$ cat src/shared/udc_pkg.sv
package udc_pkg;

  // ****************************************************************
  // Register map
  // ****************************************************************
  localparam logic [11:0] OFS_DEVICE_CONTROL    = 12'h804;
  localparam logic [11:0] OFS_DEVICE_STATUS     = 12'h808;
  localparam logic [11:0] OFS_IN_COMMON_MASK    = 12'h810;
  localparam logic [11:0] OFS_OUT_COMMON_MASK   = 12'h814;
  localparam logic [11:0] OFS_ALL_EP_SUMMARY    = 12'h818;

  // ****************************************************************
  // Device control fields
  // ****************************************************************
  localparam int BIT_PERIODIC_XFER_INT = 15;
  localparam int POS_PKT_TURN          = 13;
  localparam int BIT_POWER_DONE        = 11;
  localparam int BIT_CLR_OUT_NAK       = 10;
  localparam int BIT_SET_OUT_NAK       = 9;
  localparam int BIT_CLR_IN_NAK        = 8;
  localparam int BIT_SET_IN_NAK        = 7;
  localparam int POS_TEST_MODE         = 4;
  localparam int BIT_OUT_NAK_STATE     = 3;
  localparam int BIT_IN_NAK_STATE      = 2;
  localparam int BIT_SOFT_DETACH       = 1;
  localparam int BIT_REMOTE_WAKE       = 0;
  localparam logic [1:0] PKT_TURN_RESET = 2'h1;
  localparam logic [15:0] CTRL_RW_MASK  = 16'h0873;

  // Device status fields
  localparam int POS_SOF_FRAME   = 8;
  localparam int BIT_ERRATIC     = 3;
  localparam int POS_ENUM_SPEED  = 1;
  localparam int BIT_SUSPEND     = 0;

  localparam logic [31:0] IN_MASK_RW  = 32'h0000_237f;
  localparam logic [31:0] OUT_MASK_RW = 32'h0000_735f;

  // ****************************************************************
  // Operating modes and test codes
  // ****************************************************************
  localparam logic [1:0] OPMODE_NORMAL = 2'h0;
  localparam logic [1:0] OPMODE_NODRV  = 2'h1;
  localparam logic [2:0] TEST_OFF      = 3'h0;
  localparam logic [2:0] TEST_FORCE_EN = 3'h5;

  // ****************************************************************
  // Timing
  // ****************************************************************
  localparam int CLK_MHZ          = 125;
  localparam int WAKE_L1_US       = 50;
  localparam int WAKE_L1_CYCLES   = WAKE_L1_US * CLK_MHZ;
  localparam int ERRATIC_MS       = 2;
  localparam int ERRATIC_CYCLES   = ERRATIC_MS * 1000 * CLK_MHZ;
  localparam int SUSPEND_MS       = 3;
  localparam int SUSPEND_CYCLES   = SUSPEND_MS * 1000 * CLK_MHZ;

  // ****************************************************************
  // Carriers
  // ****************************************************************
  typedef struct packed {
    logic [15:0] in_ev;
    logic [15:0] out_ev;
  } udc_ep_events_t;

  typedef struct packed {
    logic       out_nak;
    logic       in_nak;
    logic       drop_out_data;
    logic [2:0] test_mode;
    logic [1:0] opmode;
  } udc_link_ctrl_t;

endpackage : udc_pkg

$ cat src/hdl/udc_sync.sv
`timescale 1ns/1ps
`default_nettype none
module udc_sync #(
  parameter int W = 1
) (
  // Clock and reset
  input  wire logic         core_clk,
  input  wire logic         resetn,
  // Data
  input  wire logic [W-1:0] d,
  output logic      [W-1:0] q
);
  logic [W-1:0] meta_q;

  always_ff @(posedge core_clk or negedge resetn) begin
    if (!resetn) begin
      meta_q <= '0;
      q      <= '0;
    end else begin
      meta_q <= d;
      q      <= meta_q;
    end
  end
endmodule : udc_sync
`default_nettype wire

$ cat src/hdl/udc_timer.sv
`timescale 1ns/1ps
`default_nettype none
// Counts while run is high; done pulses when the count is reached
module udc_timer #(
  parameter int LIMIT = 16
) (
  // Clock and reset
  input  wire logic core_clk,
  input  wire logic resetn,
  // Control
  input  wire logic run,
  output logic      done
);
  localparam int CW = $clog2(LIMIT + 1);
  localparam logic [CW-1:0] LAST = CW'(LIMIT - 1);
  logic [CW-1:0] cnt_q;

  always_ff @(posedge core_clk or negedge resetn) begin
    if (!resetn) begin
      cnt_q <= '0;
    end else if (!run || cnt_q == LAST) begin
      cnt_q <= '0;
    end else begin
      cnt_q <= cnt_q + CW'(1);
    end
  end

  assign done = run && (cnt_q == LAST);
endmodule : udc_timer
`default_nettype wire

$ cat src/hdl/udc_device_ctrl.sv
`timescale 1ns/1ps
`default_nettype none
module udc_device_ctrl #(
  parameter int WAKE_L1_CYCLES = udc_pkg::WAKE_L1_CYCLES,
  parameter int ERRATIC_CYCLES = udc_pkg::ERRATIC_CYCLES,
  parameter int SUSPEND_CYCLES = udc_pkg::SUSPEND_CYCLES
) (
  // Clock and reset
  input  wire logic                    core_clk,
  input  wire logic                    resetn,
  // Register port
  input  wire logic [11:0]             reg_addr,
  input  wire logic [31:0]             reg_wdata,
  input  wire logic                    reg_wr,
  input  wire logic                    reg_rd,
  output logic      [31:0]             reg_rdata,
  // Configuration from elsewhere in the core
  input  wire logic                    sg_dma_on,
  input  wire logic                    lpm_l1_sleep,
  // Transceiver pins
  input  wire logic                    phy_rx_valid,
  input  wire logic                    phy_rx_active,
  input  wire logic [1:0]              phy_line_state,
  // Protocol engine events
  input  wire logic                    sof_seen,
  input  wire logic [13:0]             sof_number,
  input  wire logic                    chirp_done,
  input  wire logic [1:0]              chirp_speed,
  input  wire logic                    np_in_timeout,
  input  wire logic                    periodic_frames_done,
  input  wire udc_pkg::udc_ep_events_t ep_events,
  // Status and control toward the engines
  output udc_pkg::udc_link_ctrl_t      link_ctrl,
  output logic [1:0]                   packets_per_endpoint_turn,
  output logic                         power_on_reprogram_done,
  output logic                         remote_wake_active,
  output logic                         l1_resume_active,
  output logic                         suspend_state,
  output logic                         early_suspend_flag,
  output logic                         periodic_xfer_done
);

  // ****************************************************************
  // Storage
  // ****************************************************************
  logic [1:0]  pkt_turn_q;
  logic        per_int_q;
  logic        power_done_q;
  logic [2:0]  test_mode_q;
  logic        soft_detach_q;
  logic        remote_wake_q;
  logic        wake_l1_q;
  logic        out_nak_q;
  logic        in_nak_q;
  logic [13:0] sof_frame_q;
  logic        erratic_q;
  logic [1:0]  speed_q;
  logic        suspend_q;
  logic        early_susp_q;
  logic [31:0] in_mask_q;
  logic [31:0] out_mask_q;
  logic [31:0] rdata_q;
  logic        per_done_q;

  // ****************************************************************
  // Pin synchronisers
  // ****************************************************************
  logic [3:0] pins_s;

  udc_sync #(.W(4)) u_sync (
    .core_clk (core_clk),
    .resetn   (resetn),
    .d        ({phy_rx_valid, phy_rx_active, phy_line_state}),
    .q        (pins_s)
  );

  logic       rx_busy;
  logic [1:0] line_s;
  logic [1:0] line_prev_q;
  logic       line_change;

  assign rx_busy     = pins_s[3] | pins_s[2];
  assign line_s      = pins_s[1:0];
  assign line_change = line_s != line_prev_q;

  always_ff @(posedge core_clk or negedge resetn) begin
    if (!resetn) begin
      line_prev_q <= 2'h0;
    end else begin
      line_prev_q <= line_s;
    end
  end

  // ****************************************************************
  // Register decode
  // ****************************************************************
  logic wr_ctrl;
  logic wr_stat;
  logic wr_in_mask;
  logic wr_out_mask;

  assign wr_ctrl     = reg_wr && reg_addr == udc_pkg::OFS_DEVICE_CONTROL;
  assign wr_stat     = reg_wr && reg_addr == udc_pkg::OFS_DEVICE_STATUS;
  assign wr_in_mask  = reg_wr && reg_addr == udc_pkg::OFS_IN_COMMON_MASK;
  assign wr_out_mask = reg_wr && reg_addr == udc_pkg::OFS_OUT_COMMON_MASK;

  logic wake_set;
  assign wake_set = wr_ctrl && reg_wdata[udc_pkg::BIT_REMOTE_WAKE];

  // ****************************************************************
  // Control fields
  // ****************************************************************
  always_ff @(posedge core_clk or negedge resetn) begin
    if (!resetn) begin
      pkt_turn_q    <= udc_pkg::PKT_TURN_RESET;
      per_int_q     <= 1'b0;
      power_done_q  <= 1'b0;
      test_mode_q   <= udc_pkg::TEST_OFF;
      soft_detach_q <= 1'b0;
    end else if (wr_ctrl) begin
      pkt_turn_q    <= reg_wdata[udc_pkg::POS_PKT_TURN +: 2];
      per_int_q     <= reg_wdata[udc_pkg::BIT_PERIODIC_XFER_INT];
      power_done_q  <= reg_wdata[udc_pkg::BIT_POWER_DONE];
      test_mode_q   <= reg_wdata[udc_pkg::POS_TEST_MODE +: 3];
      soft_detach_q <= reg_wdata[udc_pkg::BIT_SOFT_DETACH];
    end
  end

  // Write-only strobes act here and store nothing; a set beats a clear
  always_ff @(posedge core_clk or negedge resetn) begin
    if (!resetn) begin
      out_nak_q <= 1'b0;
    end else if (wr_ctrl && reg_wdata[udc_pkg::BIT_SET_OUT_NAK]) begin
      out_nak_q <= 1'b1;
    end else if (wr_ctrl && reg_wdata[udc_pkg::BIT_CLR_OUT_NAK]) begin
      out_nak_q <= 1'b0;
    end
  end

  always_ff @(posedge core_clk or negedge resetn) begin
    if (!resetn) begin
      in_nak_q <= 1'b0;
    end else if ((wr_ctrl && reg_wdata[udc_pkg::BIT_SET_IN_NAK])
                 || np_in_timeout) begin
      in_nak_q <= 1'b1;
    end else if (wr_ctrl && reg_wdata[udc_pkg::BIT_CLR_IN_NAK]) begin
      in_nak_q <= 1'b0;
    end
  end

  // ****************************************************************
  // Remote wakeup
  // ****************************************************************
  logic wake_l1_done;

  udc_timer #(.LIMIT(WAKE_L1_CYCLES)) u_l1_timer (
    .core_clk (core_clk),
    .resetn   (resetn),
    .run      (wake_l1_q),
    .done     (wake_l1_done)
  );

  // Outside L1 software owns the bit and must clear it itself
  always_ff @(posedge core_clk or negedge resetn) begin
    if (!resetn) begin
      remote_wake_q <= 1'b0;
      wake_l1_q     <= 1'b0;
    end else if (wr_ctrl) begin
      remote_wake_q <= reg_wdata[udc_pkg::BIT_REMOTE_WAKE];
      wake_l1_q     <= wake_set && lpm_l1_sleep;
    end else if (wake_l1_done) begin
      remote_wake_q <= 1'b0;
      wake_l1_q     <= 1'b0;
    end
  end

  // ****************************************************************
  // Status: SOF, speed, erratic error, suspend
  // ****************************************************************
  always_ff @(posedge core_clk or negedge resetn) begin
    if (!resetn) begin
      sof_frame_q <= 14'h0;
    end else if (sof_seen) begin
      sof_frame_q <= sof_number;
    end
  end

  always_ff @(posedge core_clk or negedge resetn) begin
    if (!resetn) begin
      speed_q <= 2'h0;
    end else if (chirp_done) begin
      speed_q <= chirp_speed;
    end
  end

  logic erratic_hit;
  logic idle_hit;

  udc_timer #(.LIMIT(ERRATIC_CYCLES)) u_err_timer (
    .core_clk (core_clk),
    .resetn   (resetn),
    .run      (rx_busy && !soft_detach_q && !erratic_q),
    .done     (erratic_hit)
  );

  udc_timer #(.LIMIT(SUSPEND_CYCLES)) u_idle_timer (
    .core_clk (core_clk),
    .resetn   (resetn),
    .run      (!line_change && !suspend_q && !soft_detach_q),
    .done     (idle_hit)
  );

  // Erratic state is left only through a detach cycle
  always_ff @(posedge core_clk or negedge resetn) begin
    if (!resetn) begin
      erratic_q <= 1'b0;
    end else if (erratic_hit) begin
      erratic_q <= 1'b1;
    end else if (soft_detach_q) begin
      erratic_q <= 1'b0;
    end
  end

  always_ff @(posedge core_clk or negedge resetn) begin
    if (!resetn) begin
      early_susp_q <= 1'b0;
    end else if (erratic_hit) begin
      early_susp_q <= 1'b1;
    end else if (wr_stat && reg_wdata[udc_pkg::BIT_ERRATIC]) begin
      early_susp_q <= 1'b0;
    end
  end

  always_ff @(posedge core_clk or negedge resetn) begin
    if (!resetn) begin
      suspend_q <= 1'b0;
    end else if (erratic_hit || idle_hit) begin
      suspend_q <= 1'b1;
    end else if (wake_set || (line_change && !erratic_q)) begin
      suspend_q <= 1'b0;
    end
  end

  // ****************************************************************
  // Endpoint masks and summary
  // ****************************************************************
  always_ff @(posedge core_clk or negedge resetn) begin
    if (!resetn) begin
      in_mask_q  <= 32'h0;
      out_mask_q <= 32'h0;
    end else begin
      if (wr_in_mask) begin
        in_mask_q <= reg_wdata & udc_pkg::IN_MASK_RW;
      end
      if (wr_out_mask) begin
        out_mask_q <= reg_wdata & udc_pkg::OUT_MASK_RW;
      end
    end
  end

  // Engines present per-endpoint pending lines already filtered by the
  // mask bit matching their cause; any enabled cause qualifies here
  logic [31:0] summary;
  assign summary = {ep_events.out_ev & {16{|out_mask_q}},
                    ep_events.in_ev  & {16{|in_mask_q}}};

  // ****************************************************************
  // Periodic transfer completion
  // ****************************************************************
  // One-cycle pulse; the engine tells when every programmed frame is done
  always_ff @(posedge core_clk or negedge resetn) begin
    if (!resetn) begin
      per_done_q <= 1'b0;
    end else begin
      per_done_q <= periodic_frames_done && per_int_q && !sg_dma_on;
    end
  end

  // ****************************************************************
  // Read port
  // ****************************************************************
  logic [31:0] ctrl_view;
  logic [31:0] stat_view;

  always_comb begin
    ctrl_view = 32'h0;
    ctrl_view[udc_pkg::BIT_PERIODIC_XFER_INT] = per_int_q;
    ctrl_view[udc_pkg::POS_PKT_TURN +: 2] =
      sg_dma_on ? pkt_turn_q : 2'h0;
    ctrl_view[udc_pkg::BIT_POWER_DONE]    = power_done_q;
    ctrl_view[udc_pkg::POS_TEST_MODE +: 3] = test_mode_q;
    ctrl_view[udc_pkg::BIT_OUT_NAK_STATE] = out_nak_q;
    ctrl_view[udc_pkg::BIT_IN_NAK_STATE]  = in_nak_q;
    ctrl_view[udc_pkg::BIT_SOFT_DETACH]   = soft_detach_q;
    ctrl_view[udc_pkg::BIT_REMOTE_WAKE]   = remote_wake_q;
    stat_view = 32'h0;
    stat_view[udc_pkg::POS_SOF_FRAME +: 14] = sof_frame_q;
    stat_view[udc_pkg::BIT_ERRATIC]         = erratic_q;
    stat_view[udc_pkg::POS_ENUM_SPEED +: 2] = speed_q;
    stat_view[udc_pkg::BIT_SUSPEND]         = suspend_q;
  end

  // Zero outside the read slot, so a late sample never sees stale data
  always_ff @(posedge core_clk or negedge resetn) begin
    if (!resetn) begin
      rdata_q <= 32'h0;
    end else if (reg_rd) begin
      case (reg_addr)
        udc_pkg::OFS_DEVICE_CONTROL:  rdata_q <= ctrl_view;
        udc_pkg::OFS_DEVICE_STATUS:   rdata_q <= stat_view;
        udc_pkg::OFS_IN_COMMON_MASK:  rdata_q <= in_mask_q;
        udc_pkg::OFS_OUT_COMMON_MASK: rdata_q <= out_mask_q;
        udc_pkg::OFS_ALL_EP_SUMMARY:  rdata_q <= summary;
        default:                      rdata_q <= 32'h0;
      endcase
    end else begin
      rdata_q <= 32'h0;
    end
  end

  // ****************************************************************
  // Outputs
  // ****************************************************************
  // Detach forces non-driving mode and OUT NAK with data drop; IN NAK is left to in_nak_q
  always_comb begin
    link_ctrl.opmode = soft_detach_q ? udc_pkg::OPMODE_NODRV
                                     : udc_pkg::OPMODE_NORMAL;
    link_ctrl.out_nak       = out_nak_q || soft_detach_q;
    link_ctrl.drop_out_data = out_nak_q || soft_detach_q;
    link_ctrl.in_nak        = in_nak_q;
    // Reserved codes keep the transceiver out of any test state
    link_ctrl.test_mode     = test_mode_q > udc_pkg::TEST_FORCE_EN
                              ? udc_pkg::TEST_OFF : test_mode_q;
  end

  assign reg_rdata                 = rdata_q;
  assign packets_per_endpoint_turn = sg_dma_on ? pkt_turn_q : 2'h0;
  assign power_on_reprogram_done   = power_done_q;
  assign remote_wake_active        = remote_wake_q && !wake_l1_q;
  assign l1_resume_active          = wake_l1_q;
  assign suspend_state             = suspend_q;
  assign early_suspend_flag        = early_susp_q;
  assign periodic_xfer_done        = per_done_q;

endmodule : udc_device_ctrl
`default_nettype wire

$ cat config.mk
export PLATFORM = sky130hd
export DESIGN_NAME = udc_device_ctrl
export DESIGN_NICKNAME = d
export VERILOG_FILES = /design/src/shared/udc_pkg.sv /design/src/hdl/udc_sync.sv /design/src/hdl/udc_timer.sv /design/src/hdl/udc_device_ctrl.sv
export SDC_FILE = /design/constraint.sdc
export NUM_CORES = 1
export LEC_CHECK = 0
export BUFFER_PORTS_ARGS = -buffer_cell sky130_fd_sc_hd__buf_2
export CORE_ASPECT_RATIO = 1.2
export CORE_MARGIN = 2
export CORE_UTILIZATION = 45
export CTS_BUF_LIST = sky130_fd_sc_hd__clkbuf_8
export CTS_CLUSTER_SIZE = 16
export DETAILED_ROUTE_END_ITERATION = 10
export GPL_TIMING_DRIVEN = 0
export PLACE_DENSITY_LB_ADDON = 0.2
export SLEW_MARGIN = 20
export SYNTH_ARGS = -nofsm -noshare
export SYNTH_HDL_FRONTEND = slang
export SYNTH_SLANG_ARGS = --single-unit
$ cat constraint.sdc
create_clock -name core_clk -period 2.07 [get_ports core_clk]
set_clock_uncertainty 0.15 [all_clocks]
set_input_delay 0.207 -clock core_clk [delete_from_list [all_inputs] [get_ports core_clk]]
set_output_delay 0.207 -clock core_clk [all_outputs]
set_load 0.01 [all_outputs]
==> results.md, run 1 <==
* RSZ-0062 raised after global routing: false
* Initial antenna violation count at 0
* CTS Buf Count at 17
* Status: finished, final reports clean
* WHS Path Cells at 3
* NetSw at 1.48 mW
* # IOs at 154
* Mapped Cells at 595
* # Max-Cap Violations at 0
* Critical path launch point type: register
* Routed Antenna Nets at 0
* Setup TNS at 0 ns
* Worst-path clk slew at 0.08 ns
* Fillers at 1,165
* Initial core utilization at 46.3%
* Clock root buffer master: clkbuf_8
* Switching share of power at 24.6%
* Post-Route M1 WL at 7210 um
* RePlAce Congestion at 0.848
* CP required at 2.29 ns
* Initial DRC count at 329
* Clk buf depth at 2
* HPWL after DPL at 11,700 um
* Overall Power at 6.02 mW
* Critical Setup Path Class: reg2reg
* N_diodes at 0
* Site Rows at 48
* Largest net degree at the start of global routing at 98
* Post-place setup slack at -0.367 ns
* Critical path arrival at 2.21 ns
* Routed WL per cell at 16.5 um
* Highest metal used: met4
* DR DRC count at 0
* Vias per inst at 5.27
* CTS tree: built
* Core area at 14,400 um2
* Congestion Overflow GR at 0
* Synth area leaders: dfrtp_1 54%, mux2_2 6.1%, xnor2_1 3.8%
* Max Fclk at 502 MHz
* First-pass iteration count of the detailed router at 4
* Largest area contributor in the netlist: dfrtp_1
* Final min period at 1.99 ns
* Most used flip-flop cell after synthesis: dfrtp_1
* Power share of the combinational group at 10.5%
* Relative slew slack at 58.3%
* Peak VDD IR at 0.000357 V
* Layout cells sized above 1 at 30.8%
* Sink Count at 145
* Slew @ Worst Pin at 0.626 ns
* Largest fanout on the critical path at 4
* Final WS setup at 0.0796 ns
* First-pass GRT wire length at 27,000 um
* Register area share after synthesis at 54.4%
* R2R cell count at 4
* Final Hold Viols at 0
* Vias in the first global route at 5,454
* PwrDens at 672 nW/um2
* Routed wire length at 16,900 um
* # port buffers at 135
* Final Setup Violations at 0
* Layout area overhead at 34.3%
* Die X at 115 um
* Post-synth cell types at 55
* Die ar. at 15,800 um2
* Seq pwr share at 50.7%
* Crit end category: register
* H-tree level count at 4
* Die Y at 137 um
* Mapped cell area at 6670 um2
* Routed length on met2 at 8570 um
* Post-synthesis async set-or-reset flop share at 100%
* Most frequent cell after synthesis: dfrtp_1
* Clk pwr share at 38.9%
* Worst skew pair latency at 0.45 ns
* Syn_nets at 705
* Post-synthesis average cell area at 11.2 um2
* Pleak at 4.15 nW
* Internal power consumption at 4.54 mW
* Total track usage at 22.1%
* NumNets Final at 947
* Share of the synthesized area in the top cell type at 54.0%
* Register bit count reported by yosys at 145
* Synth warnings at 0
* Synth top cells by count: 144 x dfrtp_1, 67 x nor2_1, 44 x nand3_1, 36 x mux2_2, 29 x xnor2_1
* Routed wl met3 at 722 um
* Final Slew Violations at 0
* Via Count at 5,405
* EDFF count, synth at 0
* Final Cycle Share at 96.2%
* Hold WC Path Type: in2reg
## critical path: stages (launching register included)
cell,delay [ns]
dfrtp_1,0.39
nand3_1,0.14
or4b_4,0.56
or4_1,0.56
o21ai_0,0.10
## state kept, by name (all words and copies together), names as in the netlist, 2 cells and up
| signal | flops |
|---|---|
| speed_q | 2 |
| u_l1_timer.cnt_q | 13 |
| reg_rdata | 32 |
| sof_frame_q | 14 |
| u_err_timer.cnt_q | 18 |
| u_idle_timer.cnt_q | 19 |
| line_prev_q | 2 |
| test_mode_q | 3 |
| in_mask_q | 10 |
| u_sync.meta_q | 4 |
| out_mask_q | 11 |
| u_sync.q | 4 |
| pkt_turn_q | 2 |
## through the flow
stage                     instance area [um2]  hold slack, ns  std cells  utilization, %
after floorplan                          6670          -0.239        595               -
after global placement                   7560           0.166        905            52.5
after detailed placement                 7600         -0.0210        906            52.7
after CTS                                8860          0.0133       1018            61.4
after global routing                     8960          0.0362       1025            62.2
final                                    8960          0.0364       1025            62.2
## placed cells by master (no fill, tap or decap), types with 5 or more instances in the layout
cell type	instances
dfrtp_1	144
nand3_1	40
nand2_1	20
buf_2	140
nor2_1	67
nor3_1	10
a21oi_1	20
mux2_4	10
o21ai_0	16
dlygate4sd3_1	79
and3_1	20
or3_1	9
a32oi_1	12
nor2b_1	5
nand4_1	13
nor4_1	14
nand3b_1	12
xor2_1	11
buf_4	17
clkbuf_1	6
xnor2_1	29
mux2_2	36
inv_1	21
clkbuf_8	20
## kinds of logic after synthesis
logic type,after synthesis,synth area share (%)
buf+inv,45,3.28
compound gates,67,6.57
xor+xnor,40,5.25
mux,50,8.93
other cells,1,0.0562
simple gates,243,20.7
flops,145,54.4
fa+ha+maj,4,0.750
## what timing repair did
action	in CTS	in global routing
buffers inserted	1	8
pin swaps	1	3
gates resized for setup	8	14
endpoints found under the hold margin	229	0
hold buffers	79	0
endpoints found under the setup margin	35	45
## final timing paths
| path | startpoint | endpoint | slack [ns] |
|---|---|---|---|
| setup / recovery | u_err_timer.cnt_q[15] | early_suspend_flag | 0.08 |
| hold / removal | reg_wr | out_mask_q[14] | 0.04 |
| setup reg to reg | u_err_timer.cnt_q[15] | early_suspend_flag | 0.08 |
| hold reg to reg | u_sync.meta_q[2] | u_sync.q[2] | 0.20 |
| max in group asynchronous | resetn | u_err_timer.cnt_q[10] | 0.87 |
| min in group asynchronous | resetn | reg_rdata[26] | 0.09 |
## power groups by stage
stage                     registers, mW  logic, mW  clock network (mW)
after floorplan                    3.08      0.279                   0
after global placement             3.10      0.474                   0
after detailed placement           3.10      0.505                   0
after CTS                          3.05      0.630                2.39
after global routing               3.06      0.699                2.50
final                              3.05      0.630                2.34
## routing by layer
metal  global-route usage [%]  up-vias
met1                     25.9     2619
li1                         -     2615
met5                        0        -
met4                     8.43        0
met2                     39.2      142
met3                     5.02       29
## layout make-up
cell class | instances | area, um2 | area share [%]
clock inverters | 12 | 141 | 1.58
multi-input cells | 405 | 2900 | 32.4
flip-flops and latches | 145 | 3630 | 40.5
well taps | 175 | 219 | 2.44
repair buffers | 224 | 1570 | 17.5
clock buffers | 20 | 275 | 3.07
plain buffers | 26 | 156 | 1.75
inverters | 18 | 67.6 | 0.754
(Power assumes the default switching activity.)
==> run 2, diff against run 1 <==
CORE_MARGIN = unset   (was 2)
==> run 2 against run 1 <==
  * Global-route usage is 0.22 points higher
  * Cell count down 0.49%
  * First-iteration DRC count up 1.5%
  * Combinational power decreased by 2%
  * Via count unchanged
  * Setup slack worse by 0.0085 ns
==> results.md, run 2 (synthesis gave the netlist of run 1 again) <==
* Final Cycle Share at 96.6% (+0.41 points)
* Commonest non-fill, non-tap cell in the layout: dfrtp_1
* Largest fanout on the critical path at 4 (unchanged)
* Final WS setup at 0.0710 ns (-0.00854 ns)
* CP required at 2.28 ns (about the same)
* First-pass iteration count of the detailed router at 6 (+2)
* CTS Buf Count at 17 (unchanged)
* Post-Route M1 WL at 7150 um (-0.78%)
* Congestion Overflow GR at 0 (unchanged)
* RePlAce Congestion at 0.828 (-2.4%)
* Initial antenna violation count at 0 (unchanged)
* Overall Power at 5.91 mW (-1.9%)
* Critical path arrival at 2.21 ns (about the same)
* Core Util, Final at 61.6% (-0.56 points)
* Final min period at 2.00 ns (+0.00854 ns)
* Clock root buffer master: clkbuf_8
* Routed wire length at 16,500 um (-2.6%)
* Hold Startpoint: reg_wr
* Routed WL per cell at 16.2 um (-2.1%)
* Layout area overhead at 33.1%
* RSZ-0062 raised after global routing: false
* Status: finished, final reports clean
* Relative slew slack at 57.7% (-0.57 points)
* Initial DRC count at 334 (+1.5%)
* N_diodes at 0 (unchanged)
* Vias per inst at 5.30 (+0.49%)
* DR DRC count at 0 (unchanged)
* Die ar. at 15,300 um2 (-3.2%)
* Hold Slack at 0.0492 ns (+0.0128 ns)
* Via Count at 5,405 (unchanged)
* Hold WC Path Type: in2reg
* Sink Count at 145 (unchanged)
* Pleak at 4.09 nW (-1.4%)
* Max Fclk at 500 MHz (-0.43%)
* Routed length on met2 at 8320 um (-3.0%)
* Post-place setup slack at -0.336 ns (+0.0309 ns)
* Core area at 14,400 um2 (unchanged)
* NumNets Final at 942 (-0.53%)
* Crit end category: register
* Fillers at 1,174 (+0.77%)
* Worst skew pair latency at 0.44 ns (about the same)
* CP startpoint: u_idle_timer.cnt_q[0]
* Final Hold Viols at 0 (unchanged)
* Most frequent cells in the layout: 144 x dfrtp_1, 140 x buf_2, 79 x dlygate4sd3_1
* Highest metal used: met4
* # port buffers at 135 (unchanged)
* # Max-Cap Violations at 0 (unchanged)
* Slew @ Worst Pin at 0.634 ns (+0.00862 ns)
* CTS tree: built
* Routed wl met3 at 717 um (-0.69%)
* Total track usage at 22.3% (+0.22 points)
* H-tree level count at 4 (unchanged)
* Critical path launch point type: register
* Final Slew Violations at 0 (unchanged)
* Critical Setup Path Class: reg2reg
* Final Setup Violations at 0 (unchanged)
* Vias in the first global route at 5,335 (-2.2%)
* Peak VDD IR at 0.000454 V (+27%)
* Initial core utilization at 46.3% (unchanged)
* Critical R2R Launch: u_idle_timer.cnt_q[0]
* Worst-path clk slew at 0.08 ns (about the same)
* PwrDens at 665 nW/um2 (-1.0%)
* Die Y at 135 um (-1.5%)
* First-pass GRT wire length at 26,400 um (-2.4%)
* Site Rows at 48 (unchanged)
* Clk buf depth at 2 (unchanged)
* HPWL after DPL at 11,400 um (-2.9%)
* # IOs at 154 (unchanged)
* Largest net degree at the start of global routing at 87 (-11%)
* Layout cells sized above 1 at 30.7% (-0.17 points)
* Max reg flops at 32 (unchanged)
* Die X at 113 um (-1.7%)
* Routed Antenna Nets at 0 (unchanged)
run 2: layer usage:
metal / track usage, % / up-vias
met4: 7.82 / 0
li1: - / 2595
met2: 38.8 / 152
met5: 0 / -
met1: 27.5 / 2634
met3: 4.61 / 24
run 2: critical path: stages (launching register included):
cell and delay (ns):
dfrtp_1 0.39, ha_2 0.22, nand3_1 0.17, or4_4 0.47, or3_1 0.36, a21oi_1 0.16
run 2: final cells by class:
cell class | instances | area [um2] | area share, %
Clock inverter | 13 | 138 | 1.55
Sequential cell | 145 | 3630 | 40.9
Tap cell | 175 | 219 | 2.47
Buffer | 26 | 154 | 1.73
Clock buffer | 19 | 262 | 2.94
Multi-Input combinational cell | 405 | 2880 | 32.4
Timing Repair Buffer | 219 | 1530 | 17.3
Inverter | 18 | 67.6 | 0.761
run 2: worst paths after layout:
| kind | to | slack (ns) | depth (start not counted) |
|---|---|---|---|
| max | u_idle_timer.cnt_q[18] | 0.07 | 5 |
| min | out_mask_q[14] | 0.05 | 3 |
| max reg2reg | u_idle_timer.cnt_q[18] | 0.07 | 5 |
| min reg2reg | u_sync.q[2] | 0.20 | 0 |
| max in group asynchronous | u_err_timer.cnt_q[7] | 0.87 | 3 |
| min in group asynchronous | test_mode_q[2] | 0.12 | 2 |
run 2: repair_timing:
item | in CTS | in global routing
hold buffers | 79 | 0
setup endpoints to repair | 38 | 47
pin swaps | 1 | 1
hold endpoints to repair | 147 | 0
setup buffers | 1 | 3
gates resized for setup | 6 | 12
run 2: per-stage QoR:
| stage | area [um2] | TNS, ns | instances |
|---|---|---|---|
| after floorplan | 6670 | 0 | 595 |
| after global placement | 7560 | -208.44 | 905 |
| after detailed placement | 7600 | -18.03 | 906 |
| after CTS | 8830 | 0 | 1017 |
| after global routing | 8880 | 0 | 1020 |
| final | 8880 | 0 | 1020 |
run 2: power breakdown:
part           internal (mW)  switching [mW]  total, mW
sequential              2.94           0.111       3.05
combinational          0.329           0.290      0.619
clock                   1.13            1.10       2.24
